`src/rtl/burner_consts.svh`:
```
// constants of the burner sequence controller
// assumes a 20 MHz system clock and whole-second sequence timing
`ifndef BURNER_CONSTS_SVH
`define BURNER_CONSTS_SVH

`define CLK_NS 50
`define SEC_NS 1000000000

// sequence intervals in seconds
`define RUNUP_S 8'h0c
`define SPARK_S 8'h01
`define START_TMO_S 8'h19
`define RUNDOWN_S 8'h78
`define FLAMEOUT_S 8'h0a
`define LOWV_S 8'h0c
`define LATE_FLAME_S 8'h1e
`define EXT_S 8'h5a
`define BURN_TGT_S 8'h78
`define SEC_MAX 8'hff

// threshold pairs {upper, lower} in degrees C
`define TH_BUS_AUX 16'h554e
`define TH_BUS_PARK 16'h5546
`define TH_BUS_ECO 16'h4637
`define TH_STD_AUX 16'h5546
`define TH_STD_PARK 16'h3c2d
`define TH_STD_ECO 16'h1405
`define TH_JES_AUX 16'h554b
`define TH_JES_PARK 16'h5546
`define TH_JES_ECO 16'h3228

// hysteresis adaptation and gradient evaluation, degrees C / kelvin
`define LO_START 8'h4e
`define LO_MAX 8'h50
`define LO_MIN 8'h46
`define LO_STEP 8'h01
`define GRAD_RISE_K 8'h02
`define GRAD_DROP_K 8'h05

// lockout limits
`define START_FAIL_MAX 4'h8
`define FLAMEOUT_MAX 4'h5

`endif

```
`src/rtl/burner_pkg.sv`:
```
// types of the burner sequence controller
// used together with burner_consts.svh
package burner_pkg;
    typedef enum logic [2:0] {
        ST_OFF = 3'h0,
        ST_RUNUP = 3'h1,
        ST_SPARK = 3'h3,
        ST_START = 3'h2,
        ST_HEAT = 3'h6,
        ST_IDLE = 3'h7,
        ST_RUNDOWN = 3'h5,
        ST_ERROR = 3'h4
    } state_t;

    typedef enum logic [1:0] {
        VAR_BUS = 2'h0,
        VAR_RAIL_STD = 2'h1,
        VAR_RAIL_JES = 2'h2
    } variant_t;
endpackage : burner_pkg

```
`src/rtl/burner_sequence_controller.sv`:
```
// burner start, regulation, run-down and fault supervision
// all input pins except clk and rst are asynchronous to clk and pass a two-stage synchroniser
`timescale 1ns/1ns
`include "burner_consts.svh"

module burner_sequence_controller #(
    parameter int unsigned SEC_CYCLES = `SEC_NS / `CLK_NS
) (
    input wire logic clk, // 20 MHz system clock
    input wire logic rst, // asynchronous reset, active high
    input wire logic heat_req, // heater switch on
    input wire logic engine_run, // engine running terminal powered
    input wire logic psave_req, // power-save (economic) selected
    input wire logic cold, // ambient below 0 C
    input wire logic preheat_fit, // nozzle preheater fitted
    input wire logic flame, // flame sensor reports flame
    input wire logic low_volt, // supply below low-voltage level
    input wire logic power_ok, // main power present
    input wire logic tsens_short, // temperature sensor shorted
    input wire logic tsens_open, // temperature sensor open
    input wire logic fsens_short, // flame sensor shorted
    input wire logic fsens_open, // flame sensor open
    input wire logic valve_open_ckt, // solenoid valve open circuit
    input wire logic valve_short, // solenoid valve shorted
    input wire logic [7:0] temp_c, // coolant temperature, deg C
    input wire logic [1:0] variant, // threshold set selector
    input wire logic basic, // basic controller variant
    input wire logic grad_en, // gradient evaluation enabled
    output logic indicator, // operating indicator light
    output logic fan, // combustion air fan
    output logic fuel_pump, // fuel pump
    output logic circ_pump, // circulation pump
    output logic preheater, // nozzle preheater
    output logic igniter, // high-voltage ignition spark
    output logic valve, // fuel solenoid valve
    output logic aux_mode, // auxiliary heating active
    output logic power_save, // power-save active
    output logic fault, // error state held
    output logic lockout // repeated-failure lockout
);
    localparam int IN_W = 26;
    logic [IN_W-1:0] pins, s1_q, s2_q;
    logic s_req, s_eng, s_ps, s_cold, s_pfit, s_flame, s_lowv, s_pwr;
    logic s_ts, s_to, s_fs, s_fo, s_vo, s_vs, s_basic, s_grad;
    logic [7:0] s_temp;
    logic [1:0] s_var;

    assign pins = {heat_req, engine_run, psave_req, cold, preheat_fit,
                   flame, low_volt, power_ok, tsens_short, tsens_open,
                   fsens_short, fsens_open, valve_open_ckt, valve_short,
                   temp_c, variant, basic, grad_en};

    always_ff @(posedge clk or posedge rst) begin
        if (rst) begin
            s1_q <= '0;
            s2_q <= '0;
        end else begin
            s1_q <= pins;
            s2_q <= s1_q;
        end
    end

    assign {s_req, s_eng, s_ps, s_cold, s_pfit, s_flame, s_lowv, s_pwr,
            s_ts, s_to, s_fs, s_fo, s_vo, s_vs, s_temp, s_var, s_basic,
            s_grad} = s2_q;

    // seconds timebase
    logic [31:0] pre_q;
    logic tick_q;
    always_ff @(posedge clk or posedge rst) begin
        if (rst) begin
            pre_q <= '0;
            tick_q <= 1'b0;
        end else if (pre_q >= SEC_CYCLES - 1) begin
            pre_q <= '0;
            tick_q <= 1'b1;
        end else begin
            pre_q <= pre_q + 32'h0000_0001;
            tick_q <= 1'b0;
        end
    end

    burner_pkg::state_t state_q, state_d;
    logic [7:0] sec_q, absent_q, lowv_q, err_len_q, lo_q, prev_q;
    logic [3:0] sfail_q, fout_q;
    logic err_q, lock_q, adapted_q, grad_q;
    logic [15:0] pair;
    logic [7:0] upper, lower;
    logic late_flame, start_fail, heat_fail, sw_fault, go;

    // threshold selection
    always_comb begin
        pair = `TH_BUS_PARK;
        case (burner_pkg::variant_t'(s_var))
            burner_pkg::VAR_RAIL_STD: begin
                pair = s_eng ? `TH_STD_AUX :
                       s_ps ? `TH_STD_ECO : `TH_STD_PARK;
            end
            burner_pkg::VAR_RAIL_JES: begin
                pair = s_eng ? `TH_JES_AUX :
                       s_ps ? `TH_JES_ECO : `TH_JES_PARK;
            end
            default: begin
                pair = s_eng ? `TH_BUS_AUX :
                       s_ps ? `TH_BUS_ECO : `TH_BUS_PARK;
            end
        endcase
        upper = grad_q ? pair[15:8] - `GRAD_DROP_K : pair[15:8];
        lower = (s_eng && adapted_q) ? lo_q : pair[7:0];
    end

    assign late_flame = s_flame && sec_q > `LATE_FLAME_S;
    assign sw_fault = s_basic && (s_ts || s_to || s_fs || s_fo || s_vo);
    assign go = s_req && !err_q && !lock_q;
    assign start_fail = s_flame ||
        (sec_q >= `START_TMO_S - `RUNUP_S - `SPARK_S);
    assign heat_fail = absent_q > `FLAMEOUT_S ||
        (s_basic && lowv_q >= `LOWV_S) ||
        (s_basic && (s_to || s_fs || s_vs));

    always_comb begin
        state_d = state_q;
        case (state_q)
            burner_pkg::ST_OFF: begin
                if (go) begin
                    state_d = sw_fault ? burner_pkg::ST_ERROR
                                       : burner_pkg::ST_RUNUP;
                end
            end
            burner_pkg::ST_RUNUP: begin
                if (!s_req) state_d = burner_pkg::ST_RUNDOWN;
                else if (s_flame) state_d = burner_pkg::ST_ERROR;
                else if (sec_q >= `RUNUP_S) state_d = burner_pkg::ST_SPARK;
            end
            burner_pkg::ST_SPARK: begin
                if (!s_req) state_d = burner_pkg::ST_RUNDOWN;
                else if (s_flame) state_d = burner_pkg::ST_ERROR;
                else if (sec_q >= `SPARK_S) state_d = burner_pkg::ST_START;
            end
            burner_pkg::ST_START: begin
                if (!s_req) state_d = burner_pkg::ST_RUNDOWN;
                else if (s_flame) state_d = burner_pkg::ST_HEAT;
                else if (start_fail) state_d = burner_pkg::ST_ERROR;
            end
            burner_pkg::ST_HEAT: begin
                if (!s_req) state_d = burner_pkg::ST_RUNDOWN;
                else if (heat_fail) state_d = burner_pkg::ST_ERROR;
                else if (s_temp > upper) state_d = burner_pkg::ST_IDLE;
            end
            burner_pkg::ST_IDLE: begin
                if (!s_req) state_d = burner_pkg::ST_RUNDOWN;
                else if (late_flame || (s_basic && s_ts)) begin
                    state_d = burner_pkg::ST_ERROR;
                end else if (s_temp < lower) begin
                    state_d = burner_pkg::ST_RUNUP;
                end
            end
            burner_pkg::ST_RUNDOWN: begin
                if (go) state_d = burner_pkg::ST_RUNUP;
                else if (late_flame) state_d = burner_pkg::ST_ERROR;
                else if (sec_q >= `RUNDOWN_S) state_d = burner_pkg::ST_OFF;
            end
            default: begin
                if (sec_q >= err_len_q) state_d = burner_pkg::ST_OFF;
            end
        endcase
    end

    always_ff @(posedge clk or posedge rst) begin
        if (rst) state_q <= burner_pkg::ST_OFF;
        else state_q <= state_d;
    end

    // seconds in current state
    always_ff @(posedge clk or posedge rst) begin
        if (rst) sec_q <= '0;
        else if (state_d != state_q) sec_q <= '0;
        else if (tick_q && sec_q != `SEC_MAX) sec_q <= sec_q + 8'h01;
    end

    // flame-absent and low-voltage seconds while heating
    always_ff @(posedge clk or posedge rst) begin
        if (rst) begin
            absent_q <= '0;
            lowv_q <= '0;
        end else if (state_q != burner_pkg::ST_HEAT) begin
            absent_q <= '0;
            lowv_q <= '0;
        end else begin
            if (s_flame) absent_q <= '0;
            else if (tick_q && absent_q != `SEC_MAX)
                absent_q <= absent_q + 8'h01;
            if (!s_lowv) lowv_q <= '0;
            else if (tick_q && lowv_q != `SEC_MAX)
                lowv_q <= lowv_q + 8'h01;
        end
    end

    // gradient evaluation
    always_ff @(posedge clk or posedge rst) begin
        if (rst) begin
            prev_q <= '0;
            grad_q <= 1'b0;
        end else begin
            if (tick_q) prev_q <= s_temp;
            if (state_q != burner_pkg::ST_HEAT) grad_q <= 1'b0;
            else if (tick_q && s_grad && s_temp > prev_q &&
                     s_temp - prev_q >= `GRAD_RISE_K) grad_q <= 1'b1;
        end
    end

    // hysteresis adaptation in auxiliary mode
    always_ff @(posedge clk or posedge rst) begin
        if (rst) begin
            lo_q <= `LO_START;
            adapted_q <= 1'b0;
        end else if (!s_eng) begin
            lo_q <= `LO_START;
            adapted_q <= 1'b0;
        end else if (state_q == burner_pkg::ST_HEAT &&
                     state_d == burner_pkg::ST_IDLE) begin
            adapted_q <= 1'b1;
            if (!adapted_q) lo_q <= `LO_START;
            else if (sec_q > `BURN_TGT_S && lo_q < `LO_MAX)
                lo_q <= lo_q + `LO_STEP;
            else if (sec_q < `BURN_TGT_S && lo_q > `LO_MIN)
                lo_q <= lo_q - `LO_STEP;
        end
    end

    // error flag, lockout counters and error run-down length
    always_ff @(posedge clk or posedge rst) begin
        if (rst) begin
            err_q <= 1'b0;
            lock_q <= 1'b0;
            sfail_q <= '0;
            fout_q <= '0;
            err_len_q <= `RUNDOWN_S;
        end else begin
            if (state_d == burner_pkg::ST_ERROR &&
                state_q != burner_pkg::ST_ERROR) begin
                err_q <= 1'b1;
                err_len_q <= late_flame ? `EXT_S : `RUNDOWN_S;
                if (state_q == burner_pkg::ST_HEAT)
                    fout_q <= fout_q + 4'h1;
                else if (state_q != burner_pkg::ST_IDLE &&
                         state_q != burner_pkg::ST_RUNDOWN)
                    sfail_q <= sfail_q + 4'h1;
            end else if (!s_req) begin
                err_q <= 1'b0;
            end
            if (state_q == burner_pkg::ST_HEAT) sfail_q <= '0;
            if (state_q == burner_pkg::ST_IDLE) fout_q <= '0;
            // set only on reaching the limit, so the clear below can act
            if (!lock_q && (sfail_q >= `START_FAIL_MAX ||
                            fout_q >= `FLAMEOUT_MAX)) begin
                lock_q <= 1'b1;
            end else if (state_q == burner_pkg::ST_ERROR && s_req && !s_pwr)
            begin
                lock_q <= 1'b0;
                sfail_q <= '0;
                fout_q <= '0;
            end
        end
    end

    // actuator outputs
    logic run, burn;
    assign run = state_q == burner_pkg::ST_RUNUP ||
                 state_q == burner_pkg::ST_SPARK ||
                 state_q == burner_pkg::ST_START;
    assign burn = run || state_q == burner_pkg::ST_HEAT;
    always_ff @(posedge clk or posedge rst) begin
        if (rst) begin
            indicator <= 1'b0;
            fan <= 1'b0;
            fuel_pump <= 1'b0;
            circ_pump <= 1'b0;
            preheater <= 1'b0;
            igniter <= 1'b0;
            valve <= 1'b0;
        end else begin
            indicator <= burn || state_q == burner_pkg::ST_IDLE;
            fan <= burn || state_q == burner_pkg::ST_RUNDOWN ||
                   state_q == burner_pkg::ST_ERROR ||
                   (state_q == burner_pkg::ST_IDLE &&
                    sec_q < `RUNDOWN_S);
            fuel_pump <= burn;
            circ_pump <= state_q != burner_pkg::ST_OFF;
            preheater <= run && s_cold && s_pfit;
            igniter <= state_q == burner_pkg::ST_SPARK ||
                       state_q == burner_pkg::ST_START;
            valve <= state_q == burner_pkg::ST_START ||
                     state_q == burner_pkg::ST_HEAT;
        end
    end

    always_ff @(posedge clk or posedge rst) begin
        if (rst) begin
            aux_mode <= 1'b0;
            power_save <= 1'b0;
            fault <= 1'b0;
            lockout <= 1'b0;
        end else begin
            aux_mode <= s_eng;
            power_save <= s_ps && !s_eng;
            fault <= err_q;
            lockout <= lock_q;
        end
    end

    a_spark_after_runup: assert property (@(posedge clk) disable iff (rst)
        (state_q == burner_pkg::ST_SPARK &&
         $past(state_q) == burner_pkg::ST_RUNUP) |-> $past(sec_q) >= `RUNUP_S)
        else $error("spark enabled before run-up");
    a_valve_after_spark: assert property (@(posedge clk) disable iff (rst)
        $rose(valve) |-> $past(igniter))
        else $error("valve opened without spark");
    a_igniter_off_flame: assert property (@(posedge clk) disable iff (rst)
        state_q == burner_pkg::ST_HEAT |=> !igniter && valve)
        else $error("igniter still on while heating");
    a_idle_outputs: assert property (@(posedge clk) disable iff (rst)
        state_q == burner_pkg::ST_IDLE |=> !valve && circ_pump && indicator)
        else $error("idle outputs wrong");
    a_switch_off: assert property (@(posedge clk) disable iff (rst)
        state_q == burner_pkg::ST_HEAT && !s_req |=>
        state_q == burner_pkg::ST_RUNDOWN ##1 !indicator && !valve)
        else $error("switch-off not taken");
    a_aux_no_psave: assert property (@(posedge clk) disable iff (rst)
        aux_mode |-> !power_save)
        else $error("power-save active in aux mode");
    a_lower_bounds: assert property (@(posedge clk) disable iff (rst)
        lo_q >= `LO_MIN && lo_q <= `LO_MAX)
        else $error("aux lower point out of range");
    a_lock_blocks: assert property (@(posedge clk) disable iff (rst)
        lock_q && state_q == burner_pkg::ST_OFF |=>
        state_q == burner_pkg::ST_OFF)
        else $error("start attempted in lockout");
    a_error_indicator: assert property (@(posedge clk) disable iff (rst)
        state_q == burner_pkg::ST_ERROR |=> !indicator && fan && circ_pump)
        else $error("failure outputs wrong");
endmodule : burner_sequence_controller

```
`config.mk`:
```
export PLATFORM = sky130hd
export DESIGN_NAME = burner_sequence_controller
export DESIGN_NICKNAME = d
export VERILOG_FILES = /design/src/rtl/burner_pkg.sv /design/src/rtl/burner_sequence_controller.sv
export VERILOG_INCLUDE_DIRS = /design/src /design/src/rtl
export SDC_FILE = /design/constraint.sdc
export NUM_CORES = 1
export LEC_CHECK = 0
export BUFFER_PORTS_ARGS = -buffer_cell sky130_fd_sc_hd__buf_2
export CAP_MARGIN = 15
export CORE_MARGIN = 4
export CORE_UTILIZATION = 40
export CTS_CLUSTER_SIZE = 8
export DETAILED_ROUTE_END_ITERATION = 7
export HOLD_SLACK_MARGIN = 0.1
export PLACE_DENSITY_LB_ADDON = 0.2
export SLEW_MARGIN = 20
export SYNTH_ARGS = -nofsm -noshare
export SYNTH_HDL_FRONTEND = slang
export SYNTH_SLANG_ARGS = --single-unit
```
`constraint.sdc`:
```
create_clock -name clk -period 5.7 [get_ports clk]
set_input_delay 0.57 -clock clk [delete_from_list [all_inputs] [get_ports clk]]
set_output_delay 0.57 -clock clk [all_outputs]
set_load 0.01 [all_outputs]
```
# After elaboration in Yosys (flattened, before gate mapping)
# Index checks and enable logic that the tools add are counted.
# classes
add_sub_neg	10
muxes	65
order_cmp	18
n_reduce_logical	57
n_eq_ne	23
# ops
cell	count
8-bit 2-to-1 mux	15
3-bit 2-to-1 mux	21
15-bit 2-to-1 mux	3
4-bit 2-to-1 mux	10
32-bit by 1-bit adder with 32-bit output, second input constant	1
8-bit by 1-bit adder with 8-bit output, second input constant	4
32-bit by 25-bit >= comparator with 1-bit output, second input constant	1
32-bit 2-to-1 mux	1
15-bit one-hot mux with 2 select lines	1
1-bit logical AND	26
13-bit 2-to-1 mux	2
8-bit != test, second input constant	3
3-bit one-hot mux with 7 select lines	1
1-bit logical OR	20
3-bit equality test, second input constant	6
8-bit by 4-bit >= comparator with 1-bit output, second input constant	2
8-bit by 7-bit greater-than comparator with 1-bit output, second input constant	2
8-bit greater-than comparator	2
8-bit by 7-bit less-than comparator with 1-bit output, second input constant	2
14-bit 2-to-1 mux	1
3-bit != test, second input constant	4
1-bit 2-to-1 mux	9
4-bit by 1-bit adder with 4-bit output, second input constant	2
8-bit by 1-bit >= comparator with 1-bit output, second input constant	1
25 further kinds	33
# word_totals
word_cells	201
ff_bits	159
output_inout_bits	11
input_bits	28

# Longest topological paths before layout
# Gate-level depths: netlist of run 1.
# logic_depth
word_depth	16
depth_mapped	19
mapped_depth_nobuf	18

# Worst setup path before layout of run 1
# OpenSTA, ideal clock, no wires.
# synth_path
path_kind	register to register
startpoint	register s2_q[2]
endpoint	register fout_q[1]
setup_ps	125
slack_ps	2129
period_less_slack_ps	3571
required_time_ps	5575
n_path_buf	1
path_stages_with_launch	16
t_arrival_ps	3446
cell_sequence	dfrtp_1 > inv_1 > ha_1 > buf_2 > o21bai_1 > nand2_1 > ha_1 > mux2_2 > ha_1 > nor2b_1 > o211ai_1 > a21o_1 > a211oi_2 > or3_4 > nor4_2 > mux2_2
# synth_via
elab_chain_cells	15
word_cells_on_any_way	21
cone_classes	add/sub (1); order compare (2); eq/ne (3); mux (14); reduce/logical (1)
# synth_lines
element	line	text
start, declared	burner_sequence_controller.sv:42	logic [IN_W-1:0] pins, s1_q, s2_q;
start signal, assigned	burner_sequence_controller.sv:59	s2_q <= s1_q;
2-bit equality test or 2-bit by 1-bit equality test with 1-bit output (tied branches)	burner_sequence_controller.sv:94	case (burner_pkg::variant_t'(s_var))
15-bit one-hot mux with 2 select lines (*)	burner_sequence_controller.sv:94	
8-bit by 3-bit subtractor with 8-bit output (no line)	--	
8-bit 2-to-1 mux	burner_sequence_controller.sv:108	upper = grad_q ? pair[15:8] - `GRAD_DROP_K : pair[15:8];
8-bit greater-than comparator	burner_sequence_controller.sv:148	else if (s_temp > upper) state_d = burner_pkg::ST_IDLE;
3-bit 2-to-1 mux	burner_sequence_controller.sv:148	
3-bit 2-to-1 mux	burner_sequence_controller.sv:147	else if (heat_fail) state_d = burner_pkg::ST_ERROR;
3-bit 2-to-1 mux	burner_sequence_controller.sv:146	if (!s_req) state_d = burner_pkg::ST_RUNDOWN;
3-bit one-hot mux with 7 select lines (*)	burner_sequence_controller.sv:123	case (state_q)
3-bit equality test (*)	burner_sequence_controller.sv:240	if (state_d == burner_pkg::ST_ERROR &&
1-bit logical AND (*)	burner_sequence_controller.sv:240	
4-bit 2-to-1 mux (*)	burner_sequence_controller.sv:240	
4-bit 2-to-1 mux (*)	burner_sequence_controller.sv:253	if (state_q == burner_pkg::ST_IDLE) fout_q <= '0;
4-bit 2-to-1 mux	burner_sequence_controller.sv:258	end else if (state_q == burner_pkg::ST_ERROR && s_req && !s_pwr)
4-bit 2-to-1 mux (*)	burner_sequence_controller.sv:255	if (!lock_q && (sfail_q >= `START_FAIL_MAX ||
end signal, assigned	burner_sequence_controller.sv:245	fout_q <= fout_q + 4'h1;
end, declared	burner_sequence_controller.sv:85	logic [3:0] sfail_q, fout_q;
# Mark *: on every way between the ends. The rest lies on a longest branch, timed or not.
# A chain may end at the register's enable or synchronous reset.

# Worst setup path after layout of run 1
# Same ends and word-level chain as after synthesis.

==> reports/results.tsv, run 1 <==
stage	metric	value	unit
routing	wl on met1	7149	µm
setup_path	cell repeated most along the worst path	ha_1	
setup_path	CP Cell Sequence	inv_1, ha_1, o21bai_1, nand2_1, ha_1, o21ai_0, o22a_1, nor2_1, a21oi_1, ha_1, nand3_1, nand2_1, a211oi_1, a211oi_2, or3_4, nor4_2, mux2_2	
routing	DRT Pass-1 Iters	5	
setup_path	delay of the slowest critical-path stage	0.51	ns
cts	Longest Clk Path Bufs	2	
die	Die W	146.2	µm
setup_path	Worst R2R Setup Slack	1.64	ns
synthesis	ys async rst share	1.000	
cts	Clock Latency Late Sink	0.44	ns
routing	final antenna-violating net count	0	
cts	htree depth	4	
synthesis	Synth warnings	0	
hold_path	HP Start	engine_run	
routing	DRT iter0 DRCs	320	
setup_path	critical path endpoint category	flop	
cts	# hold bufs at CTS	0	
cts	Setup Buffers After CTS	0	
final_layout	Filler cells	1734	
timing	setup_tns	0	ns
die	Die Y	146.2	µm
cts	clk slew on worst S/H paths	0.06	ns
timing	fin crit share	0.7117	
final_layout	Multi-input gate area	0.003576	mm²
setup_path	reg2reg end	fout_q[1]	
synthesis	register area share after synthesis	0.5021	
timing	final hold violation count	0	
routing	Met2 Routed Length	7477	µm
routing	Highest Signal Layer	met4	
global_routing	GR Util All Layers	0.1517	
timing	Clock Skew	0.02270	ns
routing	Wirelength per Cell	15.07	µm
final_layout	Storage cell area	0.003835	mm²
pwr	net switching power	777.5	µW
hold_path	Tightest Hold Check Type	in -> reg	
setup_path	startpoint types	flop	
pwr	power share of the clock group	0.422	
timing	RSZ-0062 raised after global routing	false	
routing	Vias	5433	
cts	CTS buffer count	17	
placement	Post-DP HPWL	11030	µm
global_routing	vias in the first global route	5429	
synthesis	#FFs+latches synth	153	
run	number of max-cap violations	0	
setup_path	Req. time, crit path	6.01	ns
die	Die Area	0.02137	mm²
setup_path	reg2reg start	s2_q[2]	
synthesis	ys flop type	dfrtp_1	
pwr	Max VDD drop	0.2210	mV
final_layout	Area growth, synth to finish	13.83	%
synthesis	main combinational cell family by area after synthesis	simple AND/OR/NAND/NOR gates	
global_routing	first-pass GRT wire length	26620	µm
routing	final wirelength	15480	µm
synthesis	distinct cell type count after synthesis	72	
pwr	Sw Share	0.2821	
pwr	Design Power	2757	µW
timing	fin. max-slew vios	0	
cts	# resized after CTS	0	
routing	Via density	5.290	
synthesis	synthesized area	0.007637	mm²
synthesis	syn avg cell area	10.41	µm²
global_routing	Overflow after GRT	0	
placement	post-placement cell area	0.008075	mm²
die	Rows	50	
timing	fin crit period	4.057	ns
cts	CTS tree	done	
status	status	complete, no violations	
setup_path	Critical-path top delay cell	or3_4	
synthesis	Post-synth EDFFs	0	
synthesis	area fraction in compound gates after synthesis	0.1279	
synthesis	post-synth top area cell	dfrtp_1	
pwr	Lkg Pwr	0.003832	µW
synthesis	Syn Inst Count	734	
final_layout	ant diodes	0	
placement	GPL Wtd Cong	0.8625	
synthesis	Adder-Cell Fraction of Synth Area	0.08388	
synthesis	Synth top area share	0.4849	
timing	Hold WS	0.2361	ns
pwr	Logic pwr share	0.139	
routing	DR DRC count	0	
final_layout	nets	858	
timing	measured slew at the worst slew-check pin	0.8510	ns
die	Initial Util	0.4069	
cts	Clock Tree Root	clkbuf_16	
placement	IO buf count	38	
setup_path	Crit Path Category	reg -> reg	
synthesis	mux contribution to synthesized area	0.02031	
final_layout	Final Cell Area	0.008693	mm²
global_routing	initial antenna violation count	0	
cts	clk sinks	153	
synthesis	Post-Synth Simple-Gate Area	0.1748	
hold_path	Worst Hold Depth	1	
pwr	Pwr per Cell Area	317.1	mW/mm²
timing	endpoints failing setup	0	
setup_path	CP max FO	13	
timing	Fmax	0.2465	GHz
synthesis	Area contributors post-synth	dfrtp_1 48%, ha_1 7.9%, nor2_1 3.8%	
die	IO Pins	39	
global_routing	largest net degree at the start of global routing	103	
timing	Rel. slew slack	0.4327	
final_layout	layout cells sized above 1	0.1274	
hold_path	Hold EP	s1_q[24]	
pwr	Pint	1979	µW
setup_path	Reg2Reg Depth	17	
die	Core Box Area	0.01877	mm²
routing	met3 routed WL	693	µm
pwr	sequential share of power	0.439	
synthesis	XOR/XNOR share of the synthesized area	0.05734	
setup_path	Arrival @ worst endpoint	4.36	ns
## cells by family (layout without fill, tap and decap cells)
| kind of cell | count (synthesis) | after routing |
|---|---|---|
| simple gates | 265 | 265 |
| other cells | 2 | 8 |
| flops | 153 | 153 |
| fa+ha+maj | 50 | 50 |
| buf+inv | 61 | 114 |
| mux | 15 | 15 |
| xor+xnor | 50 | 50 |
| compound gates | 138 | 138 |
## metal layers
layer  global-route usage  up-vias
met5                    0        -
met4              0.04468        0
met1               0.2066     2671
met2               0.2394      101
met3              0.04004       13
li1                     -     2648
## cell usage in the layout (no fill, tap or decap), types with 6 or more instances in the layout
cell type / Yosys / routed
a211oi_1: 7 / 7
a21o_1: 7 / 7
a21oi_1: 25 / 25
buf_2: 10 / 38
clkbuf_16: 0 / 17
conb_1: 2 / 8
dfrtp_1: 148 / 148
ha_1: 48 / 48
inv_1: 41 / 40
inv_6: 0 / 6
mux2i_1: 11 / 11
nand2_1: 65 / 65
nand2b_1: 7 / 7
nand3_1: 20 / 20
nand4_1: 15 / 15
nor2_1: 77 / 77
nor2b_1: 12 / 12
nor3_1: 23 / 23
o21a_1: 13 / 13
o21ai_0: 31 / 31
o22a_1: 6 / 6
or3_1: 8 / 8
xnor2_1: 26 / 26
xor2_1: 24 / 24
## sequential cells by signal, summed over array words and instances, names as in the netlist, 2 cells and up
name and flops:
absent_q 8, lo_q 8, pre_q 32, s2_q 26
sfail_q 4, state_q 3, sec_q 8, prev_q 8
s1_q 26, err_len_q 2, fout_q 4, lowv_q 8
## how the worst max path moves through the flow
stage                  start           to  cells past startpoint  slack [ns]
CTS                  s2_q[2]    fout_q[1]                     17        1.68
global route        s2_q[24]    fout_q[1]                     14        1.34
floorplan                rst  absent_q[0]                      1        1.02
detailed placement   s2_q[2]    fout_q[1]                     17        1.69
finish               s2_q[2]    fout_q[1]                     17        1.64
global placement     s2_q[2]    fout_q[1]                     16        1.90
## critical path: cells and delay by family, from the launching register on
family          cells  cell delay [ns]
compound gates      6             1.07
buf+inv             1             0.05
simple gates        6             1.25
mux                 1             0.38
fa+ha+maj           3             0.80
flops               1             0.35
## metrics by stage
step	cells	worst slack [ns]	utilization
final	1027	1.644	0.4632
after global routing	1027	1.337	0.4632
after CTS	1027	1.683	0.4632
after detailed placement	995	1.686	0.4303
after global placement	995	1.896	0.4303
after floorplan	740	1.017	-
## synthesized netlist by cell type, types with 4 or more instances
cell	number
a31oi_1	5
nand2_1	65
a21oi_1	25
a21o_1	7
o21ai_0	31
inv_1	41
o31a_1	5
o22a_1	6
clkbuf_1	8
ha_1	48
mux2i_1	11
nor3_1	23
dfrtp_1	148
nand2b_1	7
nand4_1	15
nor4_1	4
buf_2	10
o22ai_1	4
nand3_1	20
nor2b_1	12
xnor2_1	26
and2_1	4
xor2_1	24
dfstp_2	5
a211oi_1	7
and3_1	5
nor2_1	77
or3_1	8
or4_1	5
o21a_1	13
and4_1	4
## power by group through the flow
stage | registers (µW) | clock network [µW] | logic (µW)
2_1_floorplan | 1190 | 0 | 323
4_1_cts | 1210 | 1200 | 386
3_3_place_gp | 1230 | 0 | 366
5_1_grt | 1220 | 1240 | 442
6_report | 1210 | 1160 | 382
3_5_place_dp | 1230 | 0 | 383
## cell type report
cell class              instances  area share
well taps                     234     0.03368
inverters                      41     0.01828
clock inverters                14     0.02058
repair buffers                 41     0.02447
clock buffers                  18     0.05052
flip-flops and latches        153      0.4411
multi-input cells             526      0.4113
Note: power is estimated with default switching activity, not from simulation.
==> run 2: changes to the inputs <==
- clock period: 5.7 -> 4.2 ns (I/O delays scaled with it)
==> run 2 against run 1 <==
  * Register-to-register slack worse by 1.4 ns
  * Critical path depth did not move
  * Sequential cell count is the same
  * Core utilization grew 1.7 points
  * Non-clock buffer count up 29
==> reports/results.tsv, run 2 (synthesis gave the netlist of run 1 again) <==
stage	metric	value	unit
status	status	complete, no violations	
routing	Via density	5.219	
setup_path	reg2reg end	fout_q[1]	
run	number of max-cap violations	0	
timing	Fmax	0.2557	GHz
final_layout	commonest non-fill, non-tap cell in the layout	dfrtp_1	
timing	final hold violation count	0	
global_routing	first-pass GRT wire length	26640	µm
placement	Post-DP HPWL	11140	µm
timing	fin. max-slew vios	0	
cts	Setup Buffers After CTS	0	
routing	Wirelength per Cell	14.80	µm
cts	htree depth	4	
die	IO Pins	39	
global_routing	Overflow after GRT	0	
setup_path	critical path endpoint category	flop	
timing	fin crit period	3.910	ns
routing	final wirelength	15620	µm
routing	DR DRC count	0	
die	Core Box Area	0.01877	mm²
global_routing	vias in the first global route	5630	
final_layout	Area growth, synth to finish	17.94	%
setup_path	startpoint types	flop	
die	Die Y	146.2	µm
cts	Longest Clk Path Bufs	2	
final_layout	layout cells sized above 1	0.1267	
die	Rows	50	
global_routing	GR Util All Layers	0.1518	
placement	post-placement cell area	0.008109	mm²
final_layout	highest-count cells in the layout ignoring fill and taps	148 x dfrtp_1, 77 x nor2_1, 65 x nand2_1	
placement	GPL Wtd Cong	0.8659	
timing	Rel. slew slack	0.4699	
timing	fin crit share	0.9310	
die	Die Area	0.02137	mm²
timing	endpoints failing setup	0	
final_layout	ant diodes	0	
pwr	Lkg Pwr	0.003932	µW
cts	Clock Tree Root	clkbuf_16	
pwr	Max VDD drop	0.2770	mV
cts	clk sinks	153	
pwr	Design Power	3751	µW
timing	measured slew at the worst slew-check pin	0.7952	ns
routing	DRT iter0 DRCs	338	
final_layout	largest registers	pre_q: 32 flops, s1_q: 26 flops, s2_q: 26 flops	
die	Initial Util	0.4069	
cts	CTS buffer count	17	
setup_path	Arrival @ worst endpoint	4.21	ns
setup_path	Crit Path Category	reg -> reg	
cts	clk slew on worst S/H paths	0.06	ns
placement	IO buf count	38	
setup_path	Reg2Reg Depth	17	
routing	final antenna-violating net count	0	
timing	setup_tns	0	ns
setup_path	Req. time, crit path	4.50	ns
hold_path	Tightest Hold Check Type	in -> async	
final_layout	Reg with most FFs	pre_q	
cts	CTS tree	done	
setup_path	CP max FO	13	
final_layout	Final Cell Area	0.009007	mm²
timing	RSZ-0062 raised after global routing	false	
pwr	Pwr per Cell Area	416.5	mW/mm²
cts	Clock Latency Late Sink	0.42	ns
routing	Vias	5506	
setup_path	Worst R2R Setup Slack	0.29	ns
die	Die W	146.2	µm
timing	Clock Skew	0.008539	ns
final_layout	Largest register FFs	32	
global_routing	largest net degree at the start of global routing	75	
final_layout	nets	887	
setup_path	reg2reg start	s2_q[3]	
global_routing	initial antenna violation count	0	
routing	DRT Pass-1 Iters	5	
==> run 2: cell types whose count changed in the layout (fill, tap and decap cells not counted), sizes merged <==
cell	change
dlygate4sd3	+25
clkinvlp	+5
inv	-5
buf	+4
clkinv	-3
bufinv	+1
clkbuf	+1
==> run 2: how the worst max path moves through the flow <==
stage,startpoint,to,slack (ns)
after global placement,s2_q[2],fout_q[1],0.39
final,s2_q[3],fout_q[1],0.29
after global routing,s2_q[3],fout_q[1],0.03
after detailed placement,s2_q[2],fout_q[1],0.26
after CTS,s2_q[2],fout_q[1],0.26
after floorplan,s2_q[2],fout_q[1],0.63
==> run 2: where the power goes <==
part | switching [µW] | leakage [µW] | total (µW) | internal (µW)
sequential | 94.8 | 0.00190 | 1640 | 1540
clock | 622 | 0.000275 | 1560 | 941
combinational | 304 | 0.00175 | 551 | 247
total | 1020 | 0.00393 | 3750 | 2730
==> run 2: routing by layer <==
layer,GRT usage,part of all wire,up-vias
li1,-,-,2707
met1,0.1979,0.46,2657
met2,0.2457,0.48,122
met3,0.03321,0.042,20
met4,0.06397,0.018,0
met5,0,0,-
==> run 2: critical path, cell delays in order (launching register included) <==
cell and delay, ns:
dfrtp_1 0.39, inv_1 0.06, ha_1 0.28, a21oi_1 0.10, o21bai_1 0.21, nand2_1 0.14
ha_1 0.24, o21ai_0 0.26, o22a_1 0.20, nor2_1 0.05, a21oi_1 0.13, ha_1 0.14
nand4_1 0.12, nor3_1 0.23, a211oi_2 0.08, or3_4 0.51, nor4_4 0.29, mux2_2 0.37
==> run 2: final cells by class <==
type | count | area (µm²)
clock buffer | 19 | 432.9
clock inverter | 12 | 165.2
fill | 1735 | 9761
inverter | 41 | 157.7
multi-input combinational | 526 | 3598
sequential | 153 | 3835
tap | 234 | 292.8
timing repair buffer | 70 | 525.5
==> run 2: timing repair <==
action | CTS | global route
resized for setup | 0 | 4
hold buffers | 24 | 1
hold endpoints to repair | 24 | 1
setup endpoints to repair | 0 | 3
==> run 2: stage by stage <==
step	hold slack, ns	instances	worst slack [ns]	utilization
after detailed placement	0.3363	998	0.2645	0.4321
after global routing	0.1073	1055	0.02799	0.4799
after global placement	0.3334	998	0.3941	0.4321
after floorplan	0.3312	740	0.6294	-
final	0.09610	1055	0.2897	0.4799
after CTS	0.1017	1053	0.2595	0.4767
==> run 3: changes to the inputs <==
- BUFFER_PORTS_ARGS: -buffer_cell sky130_fd_sc_hd__buf_2 -> not set
- DONT_BUFFER_PORTS: not set -> 1
==> run 3 against run 2 <==
  * Fmax hardly changed
  * Largest power group unchanged
  * Worst hold slack worse by 0.044 ns
  * Final cell count fell by 3.8%
  * Sequential cell count unchanged
  * Highest routed layer unchanged
==> reports/results.tsv, run 3 (synthesis gave the netlist of run 1 again) <==
stage	metric	value	unit
final_layout	highest-count cells in the layout ignoring fill and taps	148 x dfrtp_1, 77 x nor2_1, 65 x nand2_1	
setup_path	startpoint types	flop	
timing	fin. max-slew vios	0	
timing	fin crit period	3.914	ns
timing	measured slew at the worst slew-check pin	0.8306	ns
setup_path	Crit Path Category	reg -> reg	
die	Die Area	0.02137	mm²
setup_path	CP max FO	13	
timing	final hold violation count	0	
final_layout	ant diodes	0	
pwr	Sw Share	0.2846	
cts	htree depth	4	
cts	CTS tree	done	
routing	DRT Pass-1 Iters	4	
routing	Via density	5.253	
pwr	Pwr per Cell Area	428.2	mW/mm²
final_layout	Reg with most FFs	pre_q	
global_routing	largest net degree at the start of global routing	154	
timing	Rel. slew slack	0.4463	
routing	DRT iter0 DRCs	430	
pwr	sequential share of power	0.437	
final_layout	nets	846	
global_routing	Overflow after GRT	0	
routing	Vias	5332	
cts	Longest Clk Path Bufs	2	
final_layout	largest registers	pre_q: 32 flops, s1_q: 26 flops, s2_q: 26 flops	
pwr	Max VDD drop	0.3701	mV
cts	CTS buffer count	17	
timing	Clock Skew	0.009619	ns
die	Die Y	146.2	µm
die	Rows	50	
cts	clk sinks	153	
die	Initial Util	0.4069	
hold_path	Tightest Hold Check Type	in -> async	
setup_path	Req. time, crit path	4.52	ns
pwr	net switching power	1072	µW
placement	GPL Wtd Cong	0.8698	
global_routing	vias in the first global route	5359	
global_routing	GR Util All Layers	0.1510	
global_routing	first-pass GRT wire length	26280	µm
cts	Setup Buffers After CTS	0	
timing	setup_tns	0	ns
global_routing	initial antenna violation count	0	
cts	Clock Latency Late Sink	0.44	ns
setup_path	critical path endpoint category	flop	
timing	fin crit share	0.9319	
die	IO Pins	39	
timing	endpoints failing setup	0	
die	Die W	146.2	µm
pwr	Lkg Pwr	0.003776	µW
run	number of max-cap violations	0	
cts	clk slew on worst S/H paths	0.06	ns
timing	RSZ-0062 raised after global routing	false	
placement	IO buf count	0	
status	status	complete, no violations	
final_layout	layout cells sized above 1	0.08195	
final_layout	commonest non-fill, non-tap cell in the layout	dfrtp_1	
die	Core Box Area	0.01877	mm²
routing	Wirelength per Cell	15.14	µm
final_layout	Area growth, synth to finish	15.15	%
pwr	power share of the clock group	0.423	
routing	DR DRC count	0	
setup_path	Arrival @ worst endpoint	4.24	ns
final_layout	Largest register FFs	32	
pwr	Pint	2694	µW
placement	Post-DP HPWL	10680	µm
pwr	Logic pwr share	0.140	
routing	final wirelength	15370	µm
routing	final antenna-violating net count	0	
timing	Fmax	0.2555	GHz
pwr	Design Power	3766	µW
cts	Clock Tree Root	clkbuf_16	
-- run 3: cell types whose count changed in the layout (fill, tap and decap cells not counted), moves of 2 or more --
cell,before,now
clkbuf_1,2,0
clkinvlp_4,6,2
inv_8,1,4
clkinv_4,0,3
buf_2,38,0
buf_4,5,2
-- run 3: final timing paths --
path	from	to	slack (ns)	cells after the start
setup / recovery	s2_q[2]	fout_q[1]	0.29	15
min in group clk	s1_q[12]	s2_q[12]	0.35	0
hold reg to reg	s1_q[12]	s2_q[12]	0.35	0
setup reg to reg	s2_q[2]	fout_q[1]	0.29	15
hold / removal	rst	s1_q[4]	0.05	2
max in group asynchronous	rst	sec_q[0]	3.51	2
-- run 3: layer usage --
layer  up-vias  GRT usage  part of all wire
met5         -          0                 0
met4         0    0.05503             0.017
met3        21    0.03693             0.034
met2        91     0.2387              0.47
met1      2590     0.2027              0.48
li1       2630          -                 -
-- run 3: layout make-up --
| class | instances | area (µm²) |
|---|---|---|
| inverter | 41 | 157.7 |
| sequential | 153 | 3835 |
| clock buffer | 18 | 439.2 |
| tap | 234 | 292.8 |
| timing repair buffer | 29 | 295.3 |
| clock inverter | 14 | 181.4 |
| fill | 1713 | 9973 |
| multi-input combinational | 526 | 3593 |
-- run 3: critical path, stage by stage (launching register included) --
cell and delay [ns]:
dfrtp_1 0.34, inv_1 0.05, ha_1 0.42, o21bai_1 0.24, nand2_1 0.15, ha_1 0.20, nand2_1 0.05, o21ai_0 0.21
ha_1 0.29, a21oi_1 0.15, nand2_1 0.07, a211oi_1 0.30, a211oi_2 0.14, or3_4 0.51, nor4_4 0.30, mux2_2 0.37
-- run 3: power groups by stage --
stage	Sequential [µW]	Clock (µW)	Combinational, µW
after floorplan	1620	0	439
after global placement	1660	0	486
after detailed placement	1670	0	510
after CTS	1640	1640	532
after global routing	1650	1710	607
final	1640	1590	528
-- run 3: metrics by stage --
stage | util | setup slack [ns] | hold slack (ns) | instance area (µm²) | cells
2_1_floorplan | - | 0.6294 | 0.3312 | 7664 | 740
3_3_place_gp | 0.4207 | 0.3994 | 0.3329 | 7896 | 957
3_5_place_dp | 0.4207 | 0.2099 | 0.3347 | 7896 | 957
4_1_cts | 0.4677 | 0.2073 | 0.1429 | 8777 | 1015
5_1_grt | 0.4686 | 0.04204 | 0.1611 | 8795 | 1015
6_report | 0.4686 | 0.2859 | 0.05170 | 8795 | 1015
-- run 3: repair_timing --
| action | CTS | global route |
|---|---|---|
| resized for setup | 0 | 3 |
| endpoints found under the setup margin | 0 | 2 |
| hold buffers | 26 | 0 |
| endpoints found under the hold margin | 26 | 0 |
